### src/rtl/host_status_pkg.sv
package host_status_pkg;

  // ****************************************
  // Register offsets (odd bytes only)
  // ****************************************
  localparam logic [3:0] OFS_DATA    = 4'h1;
  localparam logic [3:0] OFS_DONE    = 4'h3;
  localparam logic [3:0] OFS_CTRL    = 4'h5;
  localparam logic [3:0] OFS_STATUS  = 4'h7;
  localparam logic [3:0] OFS_VECTOR  = 4'h9;

  // ****************************************
  // Field positions
  // ****************************************
  localparam int BIT_CMD_ERR   = 0;
  localparam int BIT_INIT      = 1;
  localparam int BIT_SLIP      = 2;
  localparam int BIT_OVRTRAVEL = 3;
  localparam int BIT_DONE      = 4;
  localparam int BIT_RX_FULL   = 5;
  localparam int BIT_TX_EMPTY  = 6;
  localparam int BIT_IRQ       = 7;

  localparam logic [7:0] RST_CTRL    = 8'h00;
  localparam logic [7:0] RST_VECTOR  = 8'h0f;
  localparam logic [3:0] RST_AXIS    = 4'h0;
  localparam logic [3:0] ERR_NONE    = 4'h0;
  localparam logic [7:0] BYTE_ZERO   = 8'h00;

  // ****************************************
  // Timing
  // ****************************************
  localparam int CLK_HZ          = 50_000_000;
  localparam int INIT_SETTLE_MS  = 1500;
  localparam longint INIT_SETTLE_CYC =
    longint'(CLK_HZ) * INIT_SETTLE_MS / 1000;

endpackage : host_status_pkg

### src/rtl/host_status_interrupt_regs.sv
module host_status_interrupt_regs #(
  parameter int INIT_CYCLES = 75_000_000
) (
  input  wire logic       clk,
  input  wire logic       rst,
  input  wire logic [3:0] bus_addr,
  input  wire logic       bus_rd,
  input  wire logic       bus_wr,
  input  wire logic [7:0] bus_wdata,
  output logic      [7:0] bus_rdata,
  input  wire logic       iack,
  input  wire logic       iack_in,
  output logic            iack_out,
  output logic            irq_req,
  output logic            vector_valid,
  input  wire logic       tx_space,
  input  wire logic       rx_avail,
  input  wire logic       completion_pulse,
  input  wire logic       overtravel_pulse,
  input  wire logic       slip_pulse,
  input  wire logic       slip_irq_command,
  input  wire logic       encoder_fitted,
  input  wire logic       cmd_err_pulse,
  input  wire logic [3:0] axis_done_set,
  input  wire logic       init_busy,
  output logic            data_wr_pulse,
  output logic            data_rd_pulse
);

  // ****************************************
  // Access decode
  // ****************************************
  wire logic rd_data   = bus_rd && (bus_addr == host_status_pkg::OFS_DATA);
  wire logic wr_data   = bus_wr && (bus_addr == host_status_pkg::OFS_DATA);
  wire logic rd_done   = bus_rd && (bus_addr == host_status_pkg::OFS_DONE);
  wire logic rd_status = bus_rd && (bus_addr == host_status_pkg::OFS_STATUS);
  wire logic wr_ctrl   = bus_wr && (bus_addr == host_status_pkg::OFS_CTRL);
  wire logic wr_vector = bus_wr && (bus_addr == host_status_pkg::OFS_VECTOR);

  logic [7:0] ctrl_r;
  logic [7:0] irq_vector_value_r;
  logic       tx_empty_flag_r;
  logic       rx_full_flag_r;
  logic       done_or_error_flag_r;
  logic       overtravel_flag_r;
  logic       slip_flag_r;
  logic       cmd_err_flag_r;
  logic       init_flag_r;
  logic [3:0] axis_done_r;
  logic       tx_space_d_r;
  logic       rx_avail_d_r;

  // ****************************************
  // Event detection
  // ****************************************
  // Edge-triggered so a flag cleared by an access stays clear until
  // the buffer condition recurs
  wire logic tx_rise  = tx_space && !tx_space_d_r;
  wire logic rx_rise  = rx_avail && !rx_avail_d_r;
  wire logic slip_set = slip_pulse && slip_irq_command
                        && encoder_fitted;
  wire logic err_any  = overtravel_pulse || slip_set || cmd_err_pulse;
  wire logic done_set = completion_pulse || err_any;

  // ****************************************
  // Status and interrupt
  // ****************************************
  wire logic [3:0] err_bits = {overtravel_flag_r, slip_flag_r,
                               init_flag_r, cmd_err_flag_r};
  wire logic irq_s = done_or_error_flag_r || rx_full_flag_r
                     || tx_empty_flag_r;
  // Status ignores enables so polling sees every source
  wire logic [7:0] host_status_flags = {irq_s, tx_empty_flag_r,
                                        rx_full_flag_r,
                                        done_or_error_flag_r,
                                        err_bits};
  wire logic [7:0] ctrl_rd = {ctrl_r[7:4], 4'h0};
  localparam int BIT_D = host_status_pkg::BIT_DONE;
  localparam int BIT_R = host_status_pkg::BIT_RX_FULL;
  localparam int BIT_T = host_status_pkg::BIT_TX_EMPTY;
  localparam int BIT_M = host_status_pkg::BIT_IRQ;
  wire logic src_en = (done_or_error_flag_r && ctrl_r[BIT_D])
                      || (rx_full_flag_r && ctrl_r[BIT_R])
                      || (tx_empty_flag_r && ctrl_r[BIT_T]);

  assign irq_req = ctrl_r[BIT_M] && src_en;
  // Only the board that is requesting and holds the daisy chain answers
  wire logic ack_mine = iack && iack_in && irq_req;
  assign vector_valid  = ack_mine;
  assign iack_out      = iack && iack_in && !irq_req;
  assign data_wr_pulse = wr_data;
  assign data_rd_pulse = rd_data;

  // ****************************************
  // Read mux
  // ****************************************
  wire logic [7:0] rd_mux =
    ack_mine ? irq_vector_value_r :
    (bus_addr == host_status_pkg::OFS_DONE) ?
      {4'h0, axis_done_r} :
    (bus_addr == host_status_pkg::OFS_CTRL)   ? ctrl_rd :
    (bus_addr == host_status_pkg::OFS_STATUS) ? host_status_flags :
    (bus_addr == host_status_pkg::OFS_VECTOR) ? irq_vector_value_r :
    host_status_pkg::BYTE_ZERO;

  always_ff @(posedge clk or posedge rst)
  begin
    if (rst)
      bus_rdata <= host_status_pkg::BYTE_ZERO;
    else if (bus_rd || ack_mine)
      bus_rdata <= rd_mux;
  end

  // ****************************************
  // Control and vector registers
  // ****************************************
  always_ff @(posedge clk or posedge rst)
  begin
    if (rst)
    begin
      ctrl_r             <= host_status_pkg::RST_CTRL;
      irq_vector_value_r <= host_status_pkg::RST_VECTOR;
    end
    else
    begin
      if (wr_ctrl)
        ctrl_r <= {bus_wdata[7:4], 4'h0};
      if (wr_vector)
        irq_vector_value_r <= bus_wdata;
    end
  end

  // ****************************************
  // Sticky flags: set wins over clear
  // ****************************************
  always_ff @(posedge clk or posedge rst)
  begin
    if (rst)
    begin
      tx_empty_flag_r      <= 1'b0;
      rx_full_flag_r       <= 1'b0;
      done_or_error_flag_r <= 1'b0;
      overtravel_flag_r    <= 1'b0;
      slip_flag_r          <= 1'b0;
      cmd_err_flag_r       <= 1'b0;
      axis_done_r          <= host_status_pkg::RST_AXIS;
      tx_space_d_r         <= 1'b0;
      rx_avail_d_r         <= 1'b0;
    end
    else
    begin
      tx_space_d_r <= tx_space;
      rx_avail_d_r <= rx_avail;
      if (tx_rise)
        tx_empty_flag_r <= 1'b1;
      else if (wr_data)
        tx_empty_flag_r <= 1'b0;
      if (rx_rise)
        rx_full_flag_r <= 1'b1;
      else if (rd_data)
        rx_full_flag_r <= 1'b0;
      if (done_set)
        done_or_error_flag_r <= 1'b1;
      else if (rd_status)
        done_or_error_flag_r <= 1'b0;
      if (overtravel_pulse)
        overtravel_flag_r <= 1'b1;
      else if (rd_status)
        overtravel_flag_r <= 1'b0;
      if (slip_set)
        slip_flag_r <= 1'b1;
      else if (rd_status)
        slip_flag_r <= 1'b0;
      if (cmd_err_pulse)
        cmd_err_flag_r <= 1'b1;
      else if (rd_status)
        cmd_err_flag_r <= 1'b0;
      axis_done_r <= (rd_done ? host_status_pkg::RST_AXIS : axis_done_r)
                     | axis_done_set;
    end
  end

  // ****************************************
  // Init flag: high from reset until init ends, never again
  // ****************************************
  // Once low it latches low, so a glitch on init_busy cannot reraise it
  logic init_done_r;
  always_ff @(posedge clk or posedge rst)
  begin
    if (rst)
    begin
      init_flag_r <= 1'b1;
      init_done_r <= 1'b0;
    end
    else if (!init_done_r && !init_busy)
    begin
      init_flag_r <= 1'b0;
      init_done_r <= 1'b1;
    end
  end

  wire logic unused_ok = |{INIT_CYCLES, host_status_pkg::ERR_NONE};

endmodule : host_status_interrupt_regs

### config.mk
export PLATFORM = sky130hd
export DESIGN_NAME = host_status_interrupt_regs
export DESIGN_NICKNAME = d
export VERILOG_FILES = /design/src/rtl/host_status_pkg.sv /design/src/rtl/host_status_interrupt_regs.sv
export SDC_FILE = /design/constraint.sdc
export NUM_CORES = 1
export LEC_CHECK = 0
export BUFFER_PORTS_ARGS = -buffer_cell sky130_fd_sc_hd__buf_2
export CAP_MARGIN = 20
export CORE_MARGIN = 1.5
export CORE_UTILIZATION = 51
export CTS_CLUSTER_DIAMETER = 150
export CTS_CLUSTER_SIZE = 25
export DETAILED_ROUTE_END_ITERATION = 6
export PLACE_DENSITY = 0.79
export SYNTH_ARGS = -nofsm -noshare
export SYNTH_HDL_FRONTEND = slang
export SYNTH_SLANG_ARGS = --single-unit
export TNS_END_PERCENT = 50
### constraint.sdc
create_clock -name clk -period 2.2 [get_ports clk]
set_clock_uncertainty 0.15 [all_clocks]
set_input_delay 0.44 -clock clk [delete_from_list [all_inputs] [get_ports clk]]
set_output_delay 0.44 -clock clk [all_outputs]
set_load 0.01 [all_outputs]
Yosys cells after proc, flatten, opt, wreduce, memory -nomap -nowiden
Cells that the tools add are included.

storage, ports and cells
  input port bits = 31
  flip-flop bits (word level) = 34
  word-level logic and storage cells = 72

cells by class
  reduce and logical (&&, ||, !) cells = 37
  eq/ne operators = 5
  bitwise logic cells = 1
  muxes and demuxes = 15

operators by type and width
  operator            count
  $mux 8              5
  $logic_and 1x1->1   18
  $reduce_bool 2->1   6
  $mux 1              9
  $eq 4x3->1 const B  2
  $logic_or 1x1->1    8
  $logic_not 1->1     5
  $eq 4x1->1 const B  1
  $eq 4x2->1 const B  1
  $eq 4x4->1 const B  1
  $mux 4              1
  $or 4x4->4          1

Depth between registers and ports, before layout
  depth in word-level cells = 6
  mapped depth = 6
  depth with buffers taken out = 5

Worst setup path after synthesis
No wires, ideal clock.

  kind = input-to-output
  start = input port bus_addr[3]
  end = output port data_rd_pulse
  slack = 0.483 ns
  cell stages on the path = 2
  required time = 1.610 ns
  arrival = 1.127 ns
  path through = buf_2 > nor4_1

on the way
  cells in the longest elaborated chain, start to end = 2

ends and longest elaborated chain
  what               line                              source
  from (decl)        host_status_interrupt_regs.sv:6   input wire logic [3:0] bus_addr,
  $eq 4x1->1         host_status_interrupt_regs.sv:33  wire logic rd_data = bus_rd && (bus_addr == host_status_pkg::OFS_DATA);
  $logic_and 1x1->1  host_status_interrupt_regs.sv:33
  to (decl)          host_status_interrupt_regs.sv:27  output logic data_rd_pulse

No other way between the ends.

Final worst setup path
  start = register ctrl_r[4]
  end = output port iack_out

on the way
  cells in the longest elaborated chain, start to end = 6

ends and longest elaborated chain
  what                    line                               source
  from (decl)             host_status_interrupt_regs.sv:40   logic [7:0] ctrl_r;
  from (signal assigned)  host_status_interrupt_regs.sv:121  ctrl_r <= host_status_pkg::RST_CTRL;
  from (signal assigned)  host_status_interrupt_regs.sv:127  ctrl_r <= {bus_wdata[7:4], 4'h0};
  $logic_and 1x1->1       host_status_interrupt_regs.sv:82   wire logic src_en = (done_or_error_flag_r && ctrl_r[BIT_D])
  $logic_or 1x1->1        host_status_interrupt_regs.sv:83   || (rx_full_flag_r && ctrl_r[BIT_R])
  $logic_or 1x1->1        host_status_interrupt_regs.sv:84   || (tx_empty_flag_r && ctrl_r[BIT_T]);
  $logic_and 1x1->1       host_status_interrupt_regs.sv:86   assign irq_req = ctrl_r[BIT_M] && src_en;
  $logic_not 1->1         host_status_interrupt_regs.sv:90   assign iack_out = iack && iack_in && !irq_req;
  $logic_and 1x1->1       host_status_interrupt_regs.sv:90
  to (decl)               host_status_interrupt_regs.sv:13   output logic iack_out,

No other way between the ends.

==> run summary <==
WS Path Type = flip-flop to primary output
Seq cells post-synth = 34
Wl on met1 = 1542 um
Share of post-route cells with drive strength above 1 = 41.41%
Worst-Skew Late Latency = 0.34 ns
Pin count of the biggest net entering global routing = 35
Max transition margin = 69.84%
Asr flop ratio synth = 100.0%
Final Core Density = 65.70%
Primary FF master, synth = dfrtp_1
Hold Path Class = primary input to asynchronous set/reset pin
VDD IR max = 539.7 uV
Final Wtd Congestion = 0.9070
Final hold vios = 0
Synthesized net count = 175
Count of pins over their slew limit = 0
Total CTS buffers = 5
WL met3 = 377 um
Synth warnings = 0
Initial antenna violation count = 0
Nets = 228
Routed WL = 3901 um
Congestion Overflow GR = 0
RSZ-0062 raised after global routing = true
Core Footprint = 3053 um^2
CTS tree = built
GRT Util Overall = 23.95%
Routed wl met2 = 1890 um
Vias in the first global route = 1287
Antenna diodes = 0
Overall power = 1.468 mW
Final Cycle Share = 100.0%
Drt first-iter violations = 81
Initial Utilization = 53.81%
Clock transition at the registers of the reported paths = 0.10 ns
I/O Buffers = 43
R2r setup slk = 0.41 ns
WP data required = 1.61 ns
Max Used Layer = met4
Via density = 5.756
Pre-CTS setup slack = 0.1638 ns
DIE WIDTH = 59.76 um
Die Y = 59.76 um
Mapped Cells = 144
Failing checks = setup timing
First-pass GRT wire length = 6134 um
Final hold slack = 0.02610 ns
Worst Tran Pin Value = 0.4411 ns
Worst setup SP type = flip-flop
Status = complete, but fails checks
Area delta synth->final = 22.09%
CTS max path bufs = 2
DP Wirelength = 2900 um
Sequential area share after synthesis = 52.17%
CP arrival = 1.61 ns
Minimum clock period = 2.200 ns
Power per cell area = 731.7 nW/um^2
P_leak = 0.9311 nW
Max Fclk = 454.5 MHz
Num rows = 20
DIE AREA = 3571 um^2
Drt drc = 0
Yosys cell types = 38
Routed Antenna Nets = 0
Max cap viols = 0
Crit-path max FO = 3
CTS Root Cell = clkbuf_4
Final setup fails = 1
Fill count = 261
DR WL/cell = 16.12 um
Syn Area/Cell = 11.41 um^2
Synthesized area = 1643 um^2
Final setup slack of the worst path = -0.00008271 ns
H-tree levels = 2
1st-pass router iterations = 4
Sink Count = 34
I/O pin cnt = 44
Post-synth EDFFs = 0
Crit. End Element = primary output
Routed via count = 1393
metrics by stage:
step           area (um^2)  cells  setup TNS, ns
6_report              2006    242    -0.00008271
2_1_floorplan         1643    144              0
4_1_cts               1959    237              0
5_1_grt               2006    242       -0.07674
3_3_place_gp          1879    227              0
3_5_place_dp          1879    227              0
state kept, by name, summed over array words and instances (netlist names), 4 cells and up:
register / flops
axis_done_r: 4
bus_rdata: 8
ctrl_r: 4
irq_vector_value_r: 8
area by class of cell:
| class | instances | area (um^2) | share of cell area (%) |
|---|---|---|---|
| Clock inverter | 1 | 5.005 | 0.2495 |
| Clock buffer | 7 | 55.05 | 2.745 |
| Inverter | 8 | 32.53 | 1.622 |
| Sequential cell | 34 | 857.1 | 42.73 |
| Timing Repair Buffer | 53 | 296.5 | 14.78 |
| Tap cell | 44 | 55.05 | 2.745 |
| Multi-Input combinational cell | 95 | 704.4 | 35.12 |
critical path, stage by stage (launching register included):
cell,delay [ns]
dfrtp_1,0.41
a222oi_1,0.44
buf_4,0.19
nor2b_2,0.04
nor2_1,0.07
buf_2,0.13
report_power, final:
group	switching, mW	internal, mW	total (mW)	leakage, nW
Sequential	0.0683	0.724	0.792	0.375
Clock	0.199	0.155	0.354	0.0353
Combinational	0.153	0.168	0.321	0.521
logic make-up (layout without fill, tap and decap cells):
family / after synthesis / after routing / synth area share (%)
AO/OA/AOI/OAI: 43 / 43 / 19.88
AND/OR/NAND/NOR: 40 / 40 / 14.47
flip-flops: 34 / 34 / 52.17
buffers and inverters: 15 / 69 / 5.255
multiplexers: 12 / 12 / 8.225
placed cells by master, fill, tap and decap left out, types with 2 or more instances in the layout:
master / instances
buf_2: 42
dfrtp_1: 29
nand2_1: 11
mux2_2: 10
buf_4: 10
a21o_1: 9
inv_1: 7
a221oi_1: 7
nor2_1: 5
clkbuf_4: 5
dfstp_2: 5
and2b_1: 4
a32o_1: 4
o21ai_0: 4
o21ai_1: 4
nand3_1: 3
nor3_1: 3
nor2b_1: 3
a2111oi_0: 3
o22a_1: 3
o22ai_1: 2
nor2b_2: 2
nor3b_1: 2
a21oi_1: 2
mux2_1: 2
cell usage after synthesis, types with 2 or more instances:
master | number | area share [%]
nor3b_1 | 2 | 0.91
nand2_1 | 11 | 2.5
a32o_1 | 4 | 2.4
buf_6 | 3 | 2.1
nor3_1 | 3 | 0.91
mux2_2 | 10 | 6.9
o22ai_1 | 2 | 0.76
dfrtp_1 | 29 | 44
nand3_1 | 3 | 0.91
dfstp_2 | 5 | 8.0
inv_1 | 7 | 1.6
nor2b_1 | 4 | 1.5
o22a_1 | 3 | 1.6
o21ai_0 | 4 | 1.2
o21ai_1 | 4 | 1.2
mux2_1 | 2 | 1.4
a2111oi_0 | 3 | 1.6
a21oi_1 | 2 | 0.61
and2b_1 | 4 | 1.8
nor2_1 | 5 | 1.1
buf_2 | 3 | 0.91
a21o_1 | 9 | 4.1
a221oi_1 | 7 | 3.7
layer usage:
| layer | vias up | GRT usage, % |
|---|---|---|
| met5 | - | 0 |
| met4 | 0 | 8.889 |
| met3 | 9 | 7.576 |
| met2 | 85 | 38.51 |
| met1 | 652 | 30.20 |
| li1 | 647 | - |
repair_timing:
item                       4_1_cts  5_1_grt
setup endpoints to repair        1        1
cloned                           0        0
hold buffers                     0        0
pin swaps                        2        2
gates resized for setup          2        2
buffers inserted                 2        5
path summary, 6_finish.rpt:
| path | from | end | cells past startpoint |
|---|---|---|---|
| worst min-delay path | rst | rx_full_flag_r | 3 |
| worst max register to register | ctrl_r[4] | bus_rdata[0] | 6 |
| worst max-delay path | ctrl_r[4] | iack_out | 5 |
| min in group clk | rx_avail | rx_avail_d_r | 1 |
| worst min register to register | rx_avail_d_r | rx_full_flag_r | 1 |
| max in group asynchronous | rst | irq_vector_value_r[0] | 3 |
Note: power is estimated with default switching activity, not from simulation.
